$ cat src/inc/dfr_pkg.sv
// package: register indices, reset values and reaction code decoding
package dfr_pkg;
   localparam int          ADDR_W                   = 18;
   localparam int          IDX_W                    = 16;
   localparam logic [15:0] DEV_REACT_IDX            = 16'h3700;
   localparam logic [15:0] LIMIT_REACT_IDX          = 16'h3701;
   localparam logic [15:0] HW_INFO_IDX              = 16'h4012;
   localparam logic [15:0] HW_CFG_IDX               = 16'h4013;
   localparam logic [15:0] OP_COND_IDX              = 16'h4014;
   localparam logic [15:0] SUB_COUNT_IDX            = 16'h5000;
   localparam logic [15:0] OP_COND_SEL_IDX          = 16'h5001;
   localparam logic [15:0] DRIVE_STATE_REPORT_INDEX = 16'h6041;
   localparam logic [15:0] REACT_RESET              = 16'hffff;
   localparam logic [31:0] HW_CFG_RESET             = 32'h0000_0000;
   localparam logic [7:0]  HIGHEST_SUB              = 8'h01;
   localparam int          WARN_BIT                 = 7;
   localparam int          OPC_N                    = 5;
   localparam logic [2:0]  OPC_SEL_RESET            = 3'h0;
   localparam logic [2:0]  OPC_SEL_LAST             = 3'h4;
   localparam logic [15:0] DEV_BLOCK                = 16'h0000;
   localparam logic [15:0] DEV_SLOW                 = 16'h0001;
   localparam logic [15:0] DEV_QUICK                = 16'h0002;
   localparam logic [15:0] LIM_NONE                 = 16'hffff;
   localparam logic [15:0] LIM_SLOW_SOD             = 16'h0001;
   localparam logic [15:0] LIM_QUICK_SOD            = 16'h0002;
   localparam logic [15:0] LIM_SLOW_QSA             = 16'h0005;
   localparam logic [15:0] LIM_QUICK_QSA            = 16'h0006;

   typedef enum logic [1:0] {DFR_FIN_NONE, DFR_FIN_SOD, DFR_FIN_QSA} dfr_fin_e;

   typedef struct packed {
      logic     valid;
      logic     block;
      logic     brake;
      logic     quick;
      dfr_fin_e fin;
   } dfr_plan_s;

   function automatic dfr_plan_s dfr_dev_plan(input logic [15:0] code);
      dfr_plan_s p;
      p = '0;
      p.valid = 1'b1;
      case (code)
         DEV_BLOCK: p.block = 1'b1;
         DEV_SLOW:  p.brake = 1'b1;
         DEV_QUICK: begin
            p.brake = 1'b1;
            p.quick = 1'b1;
         end
         default:   p.valid = 1'b0;
      endcase
      return p;
   endfunction : dfr_dev_plan

   function automatic dfr_plan_s dfr_lim_plan(input logic [15:0] code);
      dfr_plan_s p;
      p = '0;
      p.valid = 1'b1;
      p.brake = 1'b1;
      case (code)
         LIM_NONE:      p.brake = 1'b0;
         LIM_SLOW_SOD:  p.fin = DFR_FIN_SOD;
         LIM_QUICK_SOD: begin
            p.quick = 1'b1;
            p.fin   = DFR_FIN_SOD;
         end
         LIM_SLOW_QSA:  p.fin = DFR_FIN_QSA;
         LIM_QUICK_QSA: begin
            p.quick = 1'b1;
            p.fin   = DFR_FIN_QSA;
         end
         default: begin
            p.valid = 1'b0;
            p.brake = 1'b0;
         end
      endcase
      return p;
   endfunction : dfr_lim_plan
endpackage : dfr_pkg

$ cat src/hdl/dfr_apb_port.sv
// apb slave handshake: one wait state, registered answer
`timescale 1ns/1ps
module dfr_apb_port (
   input  wire logic        ref_clk,
   input  wire logic        srst,
   input  wire logic        psel,
   input  wire logic        penable,
   input  wire logic        pwrite,
   input  wire logic [31:0] rd_data,
   input  wire logic        acc_err,
   output logic             pready,
   output logic [31:0]      prdata,
   output logic             pslverr,
   output logic             wr_en
);
   import dfr_pkg::*;

   typedef struct packed {
      logic        pready;
      logic [31:0] prdata;
      logic        pslverr;
   } dfr_apb_s;

   dfr_apb_s r;
   dfr_apb_s next_r;

   // answer is sampled during the first access cycle, so data and error match the held request
   always_comb begin
      next_r = r;
      next_r.pready = psel & penable & ~r.pready;
      if (psel && penable && !r.pready) begin
         next_r.prdata  = pwrite ? 32'h0000_0000 : rd_data;
         next_r.pslverr = acc_err;
      end else begin
         // error stands with pready only, so a held psel cannot stretch it
         next_r.pslverr = 1'b0;
      end
   end

   always_ff @(posedge ref_clk) begin
      if (srst) begin
         r <= '0;
      end else begin
         r <= next_r;
      end
   end

   // refused writes carry pslverr and never reach the registers
   assign wr_en   = psel & penable & r.pready & pwrite & ~r.pslverr;
   assign pready  = r.pready;
   assign prdata  = r.prdata;
   assign pslverr = r.pslverr;
endmodule : dfr_apb_port

$ cat src/hdl/dfr_reaction_seq.sv
// runs one fault reaction: block, or brake then request any state change the plan names
`timescale 1ns/1ps
module dfr_reaction_seq (
   input  wire logic              ref_clk,
   input  wire logic              srst,
   input  wire logic              start,
   input  wire dfr_pkg::dfr_plan_s plan,
   input  wire logic [7:0]        op_mode,
   input  wire logic              ramp_done,
   output logic                   busy,
   output logic                   brake_req,
   output logic                   brake_quick,
   output logic [7:0]             slow_ramp_mode,
   output logic                   drive_block,
   output logic                   go_switch_on_disabled,
   output logic                   go_quick_stop_active
);
   import dfr_pkg::*;

   typedef enum logic {DFR_IDLE, DFR_BRAKE} dfr_seq_e;

   typedef struct packed {
      dfr_seq_e   st;
      logic       brake;
      logic       quick;
      dfr_fin_e   fin;
      logic [7:0] mode;
      logic       block;
      logic       go_sod;
      logic       go_qsa;
   } dfr_seq_s;

   dfr_seq_s r;
   dfr_seq_s next_r;

   always_comb begin
      next_r = r;
      next_r.block  = 1'b0;
      next_r.go_sod = 1'b0;
      next_r.go_qsa = 1'b0;
      next_r.mode   = op_mode;
      case (r.st)
         DFR_IDLE: begin
            if (start && plan.valid) begin
               next_r.block = plan.block;
               if (plan.brake) begin
                  next_r.st    = DFR_BRAKE;
                  next_r.brake = 1'b1;
                  next_r.quick = plan.quick;
                  next_r.fin   = plan.fin;
               end
            end
         end
         DFR_BRAKE: begin
            if (ramp_done) begin
               next_r.st     = DFR_IDLE;
               next_r.brake  = 1'b0;
               next_r.go_sod = (r.fin == DFR_FIN_SOD);
               // quick-stop bit of the control word is left to software
               next_r.go_qsa = (r.fin == DFR_FIN_QSA);
            end
         end
         default: next_r.st = DFR_IDLE;
      endcase
   end

   always_ff @(posedge ref_clk) begin
      if (srst) begin
         r <= '0;
      end else begin
         r <= next_r;
      end
   end

   assign busy                  = (r.st != DFR_IDLE);
   assign brake_req             = r.brake;
   assign brake_quick           = r.quick;
   assign slow_ramp_mode        = r.mode;
   assign drive_block           = r.block;
   assign go_switch_on_disabled = r.go_sod;
   assign go_quick_stop_active  = r.go_qsa;
endmodule : dfr_reaction_seq

$ cat src/hdl/dfr_fault_objects.sv
// top: fault reaction and hardware information registers behind apb
`timescale 1ns/1ps
module dfr_fault_objects (
   input  wire logic                       ref_clk,
   input  wire logic                       srst,
   input  wire logic                       psel,
   input  wire logic                       penable,
   input  wire logic                       pwrite,
   input  wire logic [dfr_pkg::ADDR_W-1:0] paddr,
   input  wire logic [31:0]                pwdata,
   output logic                            pready,
   output logic [31:0]                     prdata,
   output logic                            pslverr,
   input  wire logic                       deviation_err,
   input  wire logic                       limit_passed,
   input  wire logic                       ramp_done,
   input  wire logic [7:0]                 op_mode,
   input  wire logic [31:0]                eeprom_size,
   input  wire logic [31:0]                op_cond_supply_mv,
   input  wire logic [31:0]                op_cond_logic_mv,
   input  wire logic [31:0]                op_cond_board_temp,
   input  wire logic [31:0]                op_cond_spare_a,
   input  wire logic [31:0]                op_cond_spare_b,
   output logic                            status_warning,
   output logic [31:0]                     hw_config,
   output logic                            reaction_busy,
   output logic                            brake_req,
   output logic                            brake_quick,
   output logic [7:0]                      slow_ramp_mode,
   output logic                            drive_block,
   output logic                            go_switch_on_disabled,
   output logic                            go_quick_stop_active
);
   import dfr_pkg::*;

   typedef struct packed {
      logic [15:0] dev_react;
      logic [15:0] lim_react;
      logic [31:0] hw_cfg;
      logic [2:0]  opc_sel;
      logic        warn;
      logic        ev_start;
      dfr_plan_s   ev_plan;
      logic        busy;
   } dfr_top_s;

   dfr_top_s          r;
   dfr_top_s          next_r;
   logic [IDX_W-1:0]  idx;
   logic              misaligned;
   logic [31:0]       rd_data;
   logic              acc_err;
   logic              wr_en;
   logic              seq_busy;
   dfr_plan_s         dev_wr_plan;
   dfr_plan_s         lim_wr_plan;
   logic [31:0]       opc [OPC_N];

   // live measurements, sampled straight into the read path
   assign opc[0] = op_cond_supply_mv;
   assign opc[1] = op_cond_logic_mv;
   assign opc[2] = op_cond_board_temp;
   assign opc[3] = op_cond_spare_a;
   assign opc[4] = op_cond_spare_b;

   // word addressing: byte address is four times the index
   assign idx         = paddr[ADDR_W-1:2];
   assign misaligned  = |paddr[1:0];
   assign dev_wr_plan = dfr_dev_plan(pwdata[15:0]);
   assign lim_wr_plan = dfr_lim_plan(pwdata[15:0]);

   // read mux and refusal decode for the request currently held on the bus
   always_comb begin
      rd_data = 32'h0000_0000;
      acc_err = 1'b0;
      case (idx)
         DEV_REACT_IDX: begin
            rd_data = {16'h0000, r.dev_react};
            acc_err = pwrite & ~dev_wr_plan.valid;
         end
         LIMIT_REACT_IDX: begin
            rd_data = {16'h0000, r.lim_react};
            acc_err = pwrite & ~lim_wr_plan.valid;
         end
         HW_INFO_IDX: begin
            rd_data = eeprom_size;
         end
         HW_CFG_IDX: begin
            rd_data = r.hw_cfg;
         end
         OP_COND_IDX: begin
            rd_data = opc[r.opc_sel];
         end
         SUB_COUNT_IDX: begin
            rd_data = {16'h0000, HIGHEST_SUB, HIGHEST_SUB};
         end
         OP_COND_SEL_IDX: begin
            rd_data = {29'h0000_0000, r.opc_sel};
            acc_err = pwrite & (pwdata[31:0] > {29'h0000_0000, OPC_SEL_LAST});
         end
         DRIVE_STATE_REPORT_INDEX: begin
            rd_data[WARN_BIT] = r.warn;
         end
         default: begin
            acc_err = 1'b1;
         end
      endcase
      if (misaligned) begin
         acc_err = 1'b1;
      end
   end

   always_comb begin
      next_r = r;
      next_r.ev_start = 1'b0;
      next_r.busy     = seq_busy;
      if (wr_en) begin
         case (idx)
            DEV_REACT_IDX: begin
               next_r.dev_react = pwdata[15:0];
            end
            LIMIT_REACT_IDX: begin
               next_r.lim_react = pwdata[15:0];
            end
            HW_CFG_IDX: begin
               next_r.hw_cfg = pwdata;
            end
            OP_COND_SEL_IDX: begin
               next_r.opc_sel = pwdata[2:0];
            end
            DRIVE_STATE_REPORT_INDEX: begin
               if (pwdata[WARN_BIT]) begin
                  next_r.warn = 1'b0;
               end
            end
            default: begin
               next_r.warn = r.warn;
            end
         endcase
      end
      // set after clear, so a switch passed during the clear is not lost
      if (limit_passed) begin
         next_r.warn     = 1'b1;
         next_r.ev_start = 1'b1;
         next_r.ev_plan  = dfr_lim_plan(r.lim_react);
      end
      // a following error outranks a switch event in the same cycle
      if (deviation_err) begin
         next_r.ev_start = 1'b1;
         next_r.ev_plan  = dfr_dev_plan(r.dev_react);
      end
   end

   always_ff @(posedge ref_clk) begin
      if (srst) begin
         r           <= '0;
         r.dev_react <= REACT_RESET;
         r.lim_react <= REACT_RESET;
         r.hw_cfg    <= HW_CFG_RESET;
         r.opc_sel   <= OPC_SEL_RESET;
      end else begin
         r <= next_r;
      end
   end

   dfr_apb_port u_apb (
      .ref_clk (ref_clk),
      .srst    (srst),
      .psel    (psel),
      .penable (penable),
      .pwrite  (pwrite),
      .rd_data (rd_data),
      .acc_err (acc_err),
      .pready  (pready),
      .prdata  (prdata),
      .pslverr (pslverr),
      .wr_en   (wr_en)
   );

   // events that arrive while a reaction runs are not queued
   dfr_reaction_seq u_seq (
      .ref_clk               (ref_clk),
      .srst                  (srst),
      .start                 (r.ev_start),
      .plan                  (r.ev_plan),
      .op_mode               (op_mode),
      .ramp_done             (ramp_done),
      .busy                  (seq_busy),
      .brake_req             (brake_req),
      .brake_quick           (brake_quick),
      .slow_ramp_mode        (slow_ramp_mode),
      .drive_block           (drive_block),
      .go_switch_on_disabled (go_switch_on_disabled),
      .go_quick_stop_active  (go_quick_stop_active)
   );

   assign status_warning = r.warn;
   assign hw_config      = r.hw_cfg;
   assign reaction_busy  = r.busy;
endmodule : dfr_fault_objects

$ cat config.mk
export PLATFORM = sky130hd
export DESIGN_NAME = dfr_fault_objects
export DESIGN_NICKNAME = d
export VERILOG_FILES = /design/src/inc/dfr_pkg.sv /design/src/hdl/dfr_apb_port.sv /design/src/hdl/dfr_reaction_seq.sv /design/src/hdl/dfr_fault_objects.sv
export SDC_FILE = /design/constraint.sdc
export NUM_CORES = 1
export LEC_CHECK = 0
export ABC_AREA = 1
export BUFFER_PORTS_ARGS = -buffer_cell sky130_fd_sc_hd__buf_2
export CAP_MARGIN = 10
export CORE_ASPECT_RATIO = 0.7
export CORE_UTILIZATION = 40
export CTS_CLUSTER_DIAMETER = 60
export CTS_CLUSTER_SIZE = 10
export DETAILED_ROUTE_END_ITERATION = 6
export GPL_ROUTABILITY_DRIVEN = 0
export PLACE_DENSITY = 0.8
export SLEW_MARGIN = 40
export SYNTH_ARGS = -nofsm -noshare
export SYNTH_HDL_FRONTEND = slang
export SYNTH_SLANG_ARGS = --single-unit
$ cat constraint.sdc
create_clock -name ref_clk -period 3.44 [get_ports ref_clk]
set_input_delay 0.516 -clock ref_clk [delete_from_list [all_inputs] [get_ports ref_clk]]
set_output_delay 0.516 -clock ref_clk [all_outputs]
set_load 0.05 [all_outputs]
* After elaboration in Yosys (flattened, before gate mapping)
Cells that the tools add are included.
** Cells by class
- Add/sub/neg operators :: 0
- Multipliers :: 0
- Divide/modulo/power cells :: 0
- Order comparisons :: 2
- Eq/ne operators :: 25
- Shifts and indexed selects :: 0
- Multiplexer cells :: 28
- Bitwise operators :: 17
- Reductions and logical operators :: 32
** Operators with widths (count)
- one-hot mux 24 bit (6 select lines) :: 1
- binary-select mux 32 bit (select 3 bit) :: 1
- equality test 16 x 15 -> 1 bit (second input constant) :: 6
- 2-to-1 mux 32 bit :: 3
- equality test 16 x 3 -> 1 bit (second input constant) :: 4
- one-hot mux 7 bit (7 select lines) :: 1
- equality test 16 x 1 -> 1 bit (second input constant) :: 3
- equality test 16 x 2 -> 1 bit (second input constant) :: 3
- equality test 16 x 14 -> 1 bit (second input constant) :: 2
- equality test 16 bit (second input constant) :: 2
- > comparator 32 x 3 -> 1 bit (second input constant) :: 1
- zero test 16 bit :: 2
- OR reduction 5 bit :: 3
- OR reduction 2 bit :: 7
- 2-to-1 mux 1 bit :: 13
- OR reduction 3 bit :: 4
- 2-to-1 mux 5 bit :: 2
- AND reduction 3 bit :: 3
- bitwise AND 1 bit :: 8
- 2-to-1 mux 8 bit :: 1
- NOT 1 bit :: 8
- one-hot mux 2 bit (2 select lines) :: 2
- AND reduction 2 bit :: 4
- nonzero test 2 bit :: 4
- 13 further kinds :: 16
** Storage, ports and cells
- Bits in registers :: 126
- Latch bits :: 0
- RAM bits :: 0
- Bits in read-only memories :: 0
- Bits of input ports :: 258
- Output and inout bits :: 81
- Logic and storage cells :: 127
- Memories kept :: 0

* Depth between registers and ports, before layout
- Word-level depth :: 7
- Depth in mapped cells :: 13
- Depth with buffers taken out :: 12

* By module
A second synthesis with hierarchy kept.
** Second synthesis, totals
- Cell total of the unflattened synthesis :: 1332
- Area, all modules :: 7980.2 um^2
** Modules (own cells, without submodules)
- dfr_fault_objects :: times used 1, cells each 975, area an instance 5706.7 um^2, seq. area each 1521.5 um^2
- dfr_apb_port :: times used 1, cells each 279, area an instance 1660.3 um^2, seq. area each 680.7 um^2
- dfr_reaction_seq :: times used 1, cells each 78, area an instance 613.1 um^2, seq. area each 320.3 um^2

* Worst setup path after synthesis
No wires, ideal clock.
- Kind :: flip-flop to flip-flop
- From :: register u_apb.r (netlist bit u_apb.pready)
- To :: register r (netlist bit hw_config[10])
- Library setup time :: 128 ps
- Arrival :: 1642 ps
- Setup slack :: 1670 ps
- Cell stages (with the launch flop) :: 9
- Path buffers :: 1
- Clock period less this slack :: 1770 ps
- Path through :: dfxtp_1 inv_1 nor2_1 nand3_1 inv_1 nand4_4 clkbuf_1 o21ai_0 a21oi_1
** Between the ends
- Longest elaborated chain between the ends :: 4
** Ends and longest elaborated chain
- from (decl) :: line dfr_apb_port.sv:24 : dfr_apb_s r;
- from (signal assigned) :: line dfr_apb_port.sv:44 : r <= next_r;
- bitwise AND 1 bit (3 in a row) :: line dfr_apb_port.sv:49 : assign wr_en = psel & penable & r.pready & pwrite & ~r.pslverr;
- AND reduction 2 bit (no source line)
- to (signal assigned) :: line dfr_fault_objects.sv:162 : r <= next_r;
- to (decl) :: line dfr_fault_objects.sv:47 : dfr_top_s r;
No other way between the ends.
A chain may end at the register's enable or synchronous reset.

* Final worst setup path
- From :: register r[10] (netlist name)
- To :: register u_apb.r (netlist bit u_apb.prdata[8])
** Between the ends
- Longest elaborated chain between the ends :: 6
** Ends and longest elaborated chain
- NOT 3 -> 4 bit (implied by the code) :: line dfr_fault_objects.sv:92 : rd_data = opc[r.opc_sel];
- binary-select mux 32 bit (select 3 bit) :: line dfr_fault_objects.sv:92
- 2-to-1 mux 32 bit (implied by the code) (2 in a row) :: line dfr_fault_objects.sv:92
- one-hot mux 24 bit (6 select lines) :: line dfr_fault_objects.sv:76 : case (idx)
- 2-to-1 mux 32 bit :: line dfr_apb_port.sv:32 : next_r.prdata = pwrite ? 32'h0000_0000 : rd_data;
No other way between the ends. The select of a mux whose other input is x is not followed.

==> impl_results.html <==
<table>
<tr><th>Metric</th><th>Value</th></tr>
<tr><th colspan="2">Outcome</th></tr>
<tr><td>Run status</td><td>completed</td></tr>
<tr><th colspan="2">Critical path</th></tr>
<tr><td>Path depth of the worst reg2reg path</td><td>9</td></tr>
<tr><td>Data arrival, critical path</td><td>2.74 ns</td></tr>
<tr><td>Worst R2R Start</td><td>r[10]</td></tr>
<tr><td>CP endpoint kind</td><td>flop</td></tr>
<tr><td>Worst setup endpoint</td><td>u_apb.prdata[8]</td></tr>
<tr><td>Internal reg-to-reg setup slack</td><td>1.03 ns</td></tr>
<tr><td>Classification of the worst setup path</td><td>reg -&gt; reg</td></tr>
<tr><td>Required arrival time at the worst endpoint</td><td>~3.8 ns</td></tr>
<tr><td>Capture point of the worst reg-to-reg path</td><td>u_apb.prdata[8]</td></tr>
<tr><td>Worst Setup SP</td><td>r[10]</td></tr>
<tr><td>Startpoint kind of the worst setup timing path</td><td>flop</td></tr>
<tr><td>Critical-path maximum fanout</td><td>42</td></tr>
<tr><th colspan="2">Hold path</th></tr>
<tr><td>Hold Path Stages</td><td>3</td></tr>
<tr><td>Hold Crit Class</td><td>in -&gt; reg</td></tr>
<tr><th colspan="2">Yosys</th></tr>
<tr><td>Top FF cell, synth</td><td>dfxtp_1</td></tr>
<tr><td>Mean Syn Cell Area</td><td>6.15 um2</td></tr>
<tr><td>Number of enable flip-flop cells after synthesis</td><td>0</td></tr>
<tr><td>Cell count after synthesis</td><td>1315</td></tr>
<tr><td>Share of synthesized registers carrying an async set or reset</td><td>0%</td></tr>
<tr><td>Number of warning messages in the yosys log</td><td>0</td></tr>
<tr><td>FF+latch count, synth</td><td>126</td></tr>
<tr><td>Post-synth cell types</td><td>43</td></tr>
<tr><td>Synthesized netlist net count</td><td>1573</td></tr>
<tr><td>Portion of the post-synthesis area used by sequential elements</td><td>31.2%</td></tr>
<tr><td>Area of the mapped netlist</td><td>0.00808 mm2</td></tr>
<tr><th colspan="2">Clock network</th></tr>
<tr><td>CTS H-tree lvls</td><td>4</td></tr>
<tr><td>Total setup buffers inserted after CTS</td><td>0</td></tr>
<tr><td>TritonCTS buffer count</td><td>17</td></tr>
<tr><td>Max clock buf depth</td><td>2</td></tr>
<tr><td>Clock tree from TritonCTS</td><td>done</td></tr>
<tr><td>Clock sink count</td><td>between 100 and 150</td></tr>
<tr><td>Post-CTS clock slew at the launch and capture registers of the worst setup and hold paths</td><td>0.06 ns</td></tr>
<tr><td>Count of hold buffers inserted by post-cts repair</td><td>0</td></tr>
<tr><td>Clock latency at the later pin of the worst-skew pair</td><td>0.41 ns</td></tr>
<tr><td>Number of cells upsized or downsized after cts</td><td>0</td></tr>
<tr><td>CTS root buf</td><td>clkbuf_16</td></tr>
<tr><th colspan="2">GRT</th></tr>
<tr><td>Total track usage</td><td>~30%</td></tr>
<tr><td>Vias in the first global route</td><td>8795</td></tr>
<tr><td>Total global routing overflow</td><td>0</td></tr>
<tr><td>Global-route wire length before repair</td><td>46600 um</td></tr>
<tr><td>Largest net degree at the start of global routing</td><td>76</td></tr>
<tr><td>Antenna violations before repair</td><td>2</td></tr>
<tr><th colspan="2">Floorplan</th></tr>
<tr><td>Die area</td><td>0.0208 mm2</td></tr>
<tr><td>Starting Density</td><td>40.8%</td></tr>
<tr><td>Die Y-Extent</td><td>between 100 and 150 um</td></tr>
<tr><td>Floorplan core area</td><td>0.0198 mm2</td></tr>
<tr><td>Io pins</td><td>339</td></tr>
<tr><td># rows</td><td>43</td></tr>
<tr><td>Die outline width</td><td>roughly 170 um</td></tr>
<tr><th colspan="2">Routing</th></tr>
<tr><td>Wire per inst</td><td>17.1 um</td></tr>
<tr><td>Total DRC errors in the routed layout</td><td>0</td></tr>
<tr><td>Vias per cell</td><td>5.26</td></tr>
<tr><td>Drt first-iter violations</td><td>836</td></tr>
<tr><td>Length of the first detailed-routing pass in iterations</td><td>6</td></tr>
<tr><td>Final Routed Wirelength</td><td>31800 um</td></tr>
<tr><td>Via count of the routed design</td><td>9782</td></tr>
<tr><td>Number of nets with antenna violations after routing</td><td>0</td></tr>
<tr><th colspan="2">Place</th></tr>
<tr><td>Post-DP HPWL</td><td>about 25000 um</td></tr>
<tr><td>Placed insts</td><td>1828</td></tr>
<tr><td>Total of buffers placed on input and output ports</td><td>338</td></tr>
<tr><th colspan="2">Pwr</th></tr>
<tr><td>Cell Int Power</td><td>a little under 3 mW</td></tr>
<tr><td>Power density over the cells</td><td>about 370 mW/mm2</td></tr>
<tr><td>Post-layout total power</td><td>approximately 3.8 mW</td></tr>
<tr><td>Power share of the clock group</td><td>51.1%</td></tr>
<tr><td>VDD IR-drop max</td><td>357 uV</td></tr>
<tr><td>Psw</td><td>0.907 mW</td></tr>
<tr><td>Switching fraction of total power</td><td>23.9%</td></tr>
<tr><td>Fraction of power consumed by combinational cells</td><td>between 10% and 20%</td></tr>
<tr><td>Static leakage</td><td>5.23 nW</td></tr>
<tr><td>Seq pwr share</td><td>38.8%</td></tr>
<tr><th colspan="2">Timing</th></tr>
<tr><td>Worst relative slew slack</td><td>49.4%</td></tr>
<tr><td>Worst hold slack</td><td>0.311 ns</td></tr>
<tr><td>Number of hold violations in the final report</td><td>0</td></tr>
<tr><td>Fraction of the cycle the final worst path needs</td><td>a little over two thirds</td></tr>
<tr><td>Worst Skew</td><td>~0.013 ns</td></tr>
<tr><td>Max Transition Viols Final</td><td>0</td></tr>
<tr><td>Unrepaired setup endpoints after global routing</td><td>false</td></tr>
<tr><td>Maximum frequency from static timing analysis</td><td>0.415 GHz</td></tr>
<tr><td>Worst Max-Slew Pin Slew</td><td>0.754 ns</td></tr>
<tr><td>Shortest clock period the worst path allows after layout</td><td>2.41 ns</td></tr>
<tr><td>Sum Neg Setup Slack</td><td>0 ns</td></tr>
<tr><td>Final-report setup violation count</td><td>0</td></tr>
<tr><th colspan="2">Run</th></tr>
<tr><td>Max Cap Viol</td><td>0</td></tr>
<tr><th colspan="2">Final layout</th></tr>
<tr><td>Top library cells by usage in the layout, fill and taps aside</td><td>buf_2 (338), nand2_1 (317), nor2_1 (181)</td></tr>
<tr><td>Filler Cell Count</td><td>2034</td></tr>
<tr><td>Fraction of final layout cells with drive strength greater than 1</td><td>27.9%</td></tr>
<tr><td>Fin cells</td><td>1861</td></tr>
<tr><td>Synthesis-to-finish area growth</td><td>26.5%</td></tr>
<tr><td>Nets</td><td>between 1500 and 2000</td></tr>
<tr><td>Most common cell after layout, fill and taps aside</td><td>buf_2</td></tr>
</table>
[routing by layer]
metal | GRT usage, % | part of all wire, %
met4 | 11.4 | 3.0
met5 | 0 | 0
met1 | 36.4 | 40
met2 | 49.8 | 47
met3 | 6.75 | 11
[flip-flops by register name (all words and copies together) (netlist names), 2 cells and up]
| name | cells |
|---|---|
| hw_config | 32 |
| r | 42 |
| u_seq.r | 2 |
| u_seq.slow_ramp_mode | 8 |
| u_apb.prdata | 32 |
[through the flow]
| stage | instance area [um2] | util, % | setup slack [ns] |
|---|---|---|---|
| floorplan | 8080 | - | 1.67 |
| global placement | 9580 | 48.4 | 0.908 |
| detailed placement | 9580 | 48.4 | 0.871 |
| CTS | 10200 | 51.6 | 0.954 |
| global route | 10200 | 51.6 | 0.796 |
| finish | 10200 | 51.6 | 1.03 |
[power by group through the flow]
stage	Combinational (mW)	Clock, mW	Sequential, mW
floorplan	0.157	0	1.51
finish	0.385	1.94	1.47
CTS	0.381	1.94	1.47
detailed placement	0.379	0	1.50
global placement	0.375	0	1.50
global route	0.420	2.01	1.47
[area by class of cell]
| cell class | instances | area [um2] | share of cell area [%] |
|---|---|---|---|
| flip-flops and latches | 126 | 2520 | 24.7 |
| diodes | 2 | 5.00 | 0.0490 |
| well taps | 270 | 338 | 3.31 |
| repair buffers | 353 | 1800 | 17.7 |
| multi-input cells | 934 | 4370 | 42.8 |
| clock buffers | 21 | 470 | 4.60 |
| inverters | 145 | 547 | 5.35 |
| clock inverters | 10 | 161 | 1.58 |
[cell families (layout without fill, tap and decap cells)]
logic type,after synthesis,in the layout,share of synthesized area [%]
AND/OR/NAND/NOR,664,664,35.7
AO/OA/AOI/OAI,270,270,18.4
buffers and inverters,255,529,14.7
flip-flops,126,126,31.2
other,0,2,0
[worst min path at each step]
stage / start / end / slack, ns
after global routing: op_mode[0] / u_seq.slow_ramp_mode[0] / 0.31
final: op_mode[0] / u_seq.slow_ramp_mode[0] / 0.31
after CTS: op_mode[0] / u_seq.slow_ramp_mode[0] / 0.30
after global placement: u_seq.r[12] / u_seq.go_switch_on_disabled / 0.43
after detailed placement: u_seq.r[12] / u_seq.go_switch_on_disabled / 0.44
after floorplan: u_seq.r[12] / u_seq.go_switch_on_disabled / 0.41
[Yosys cell counts (3+ instances only)]
cell / n / share of area (%)
nor2_2: 4 / 0.31
nand4_1: 38 / 2.9
nor4_1: 4 / 0.31
a21oi_1: 100 / 6.2
inv_2: 5 / 0.23
or2_2: 4 / 0.31
dfxtp_1: 126 / 31
nand3_1: 83 / 5.1
o21ai_2: 3 / 0.33
nand2_1: 317 / 15
a21oi_2: 8 / 0.87
inv_1: 132 / 6.1
clkbuf_1: 34 / 1.6
buf_2: 26 / 1.6
o21ai_0: 127 / 7.9
o211ai_2: 7 / 1.1
nand2_2: 15 / 1.2
nor2_1: 182 / 8.5
buf_4: 44 / 4.1
o21ai_1: 9 / 0.56
nor2_4: 3 / 0.42
clkinv_1: 6 / 0.28
o211ai_1: 8 / 0.74
nor3_1: 5 / 0.31
[critical path: stages (launching register included)]
cell      delay [ns]
dfxtp_1         0.30
buf_4           0.36
clkinv_1        0.72
nand3_1         0.29
a21oi_1         0.10
nor2_1          0.19
nor2_1          0.06
nand2_1         0.12
nand2_1         0.06
a21oi_1         0.12
(Power assumes the default switching activity.)
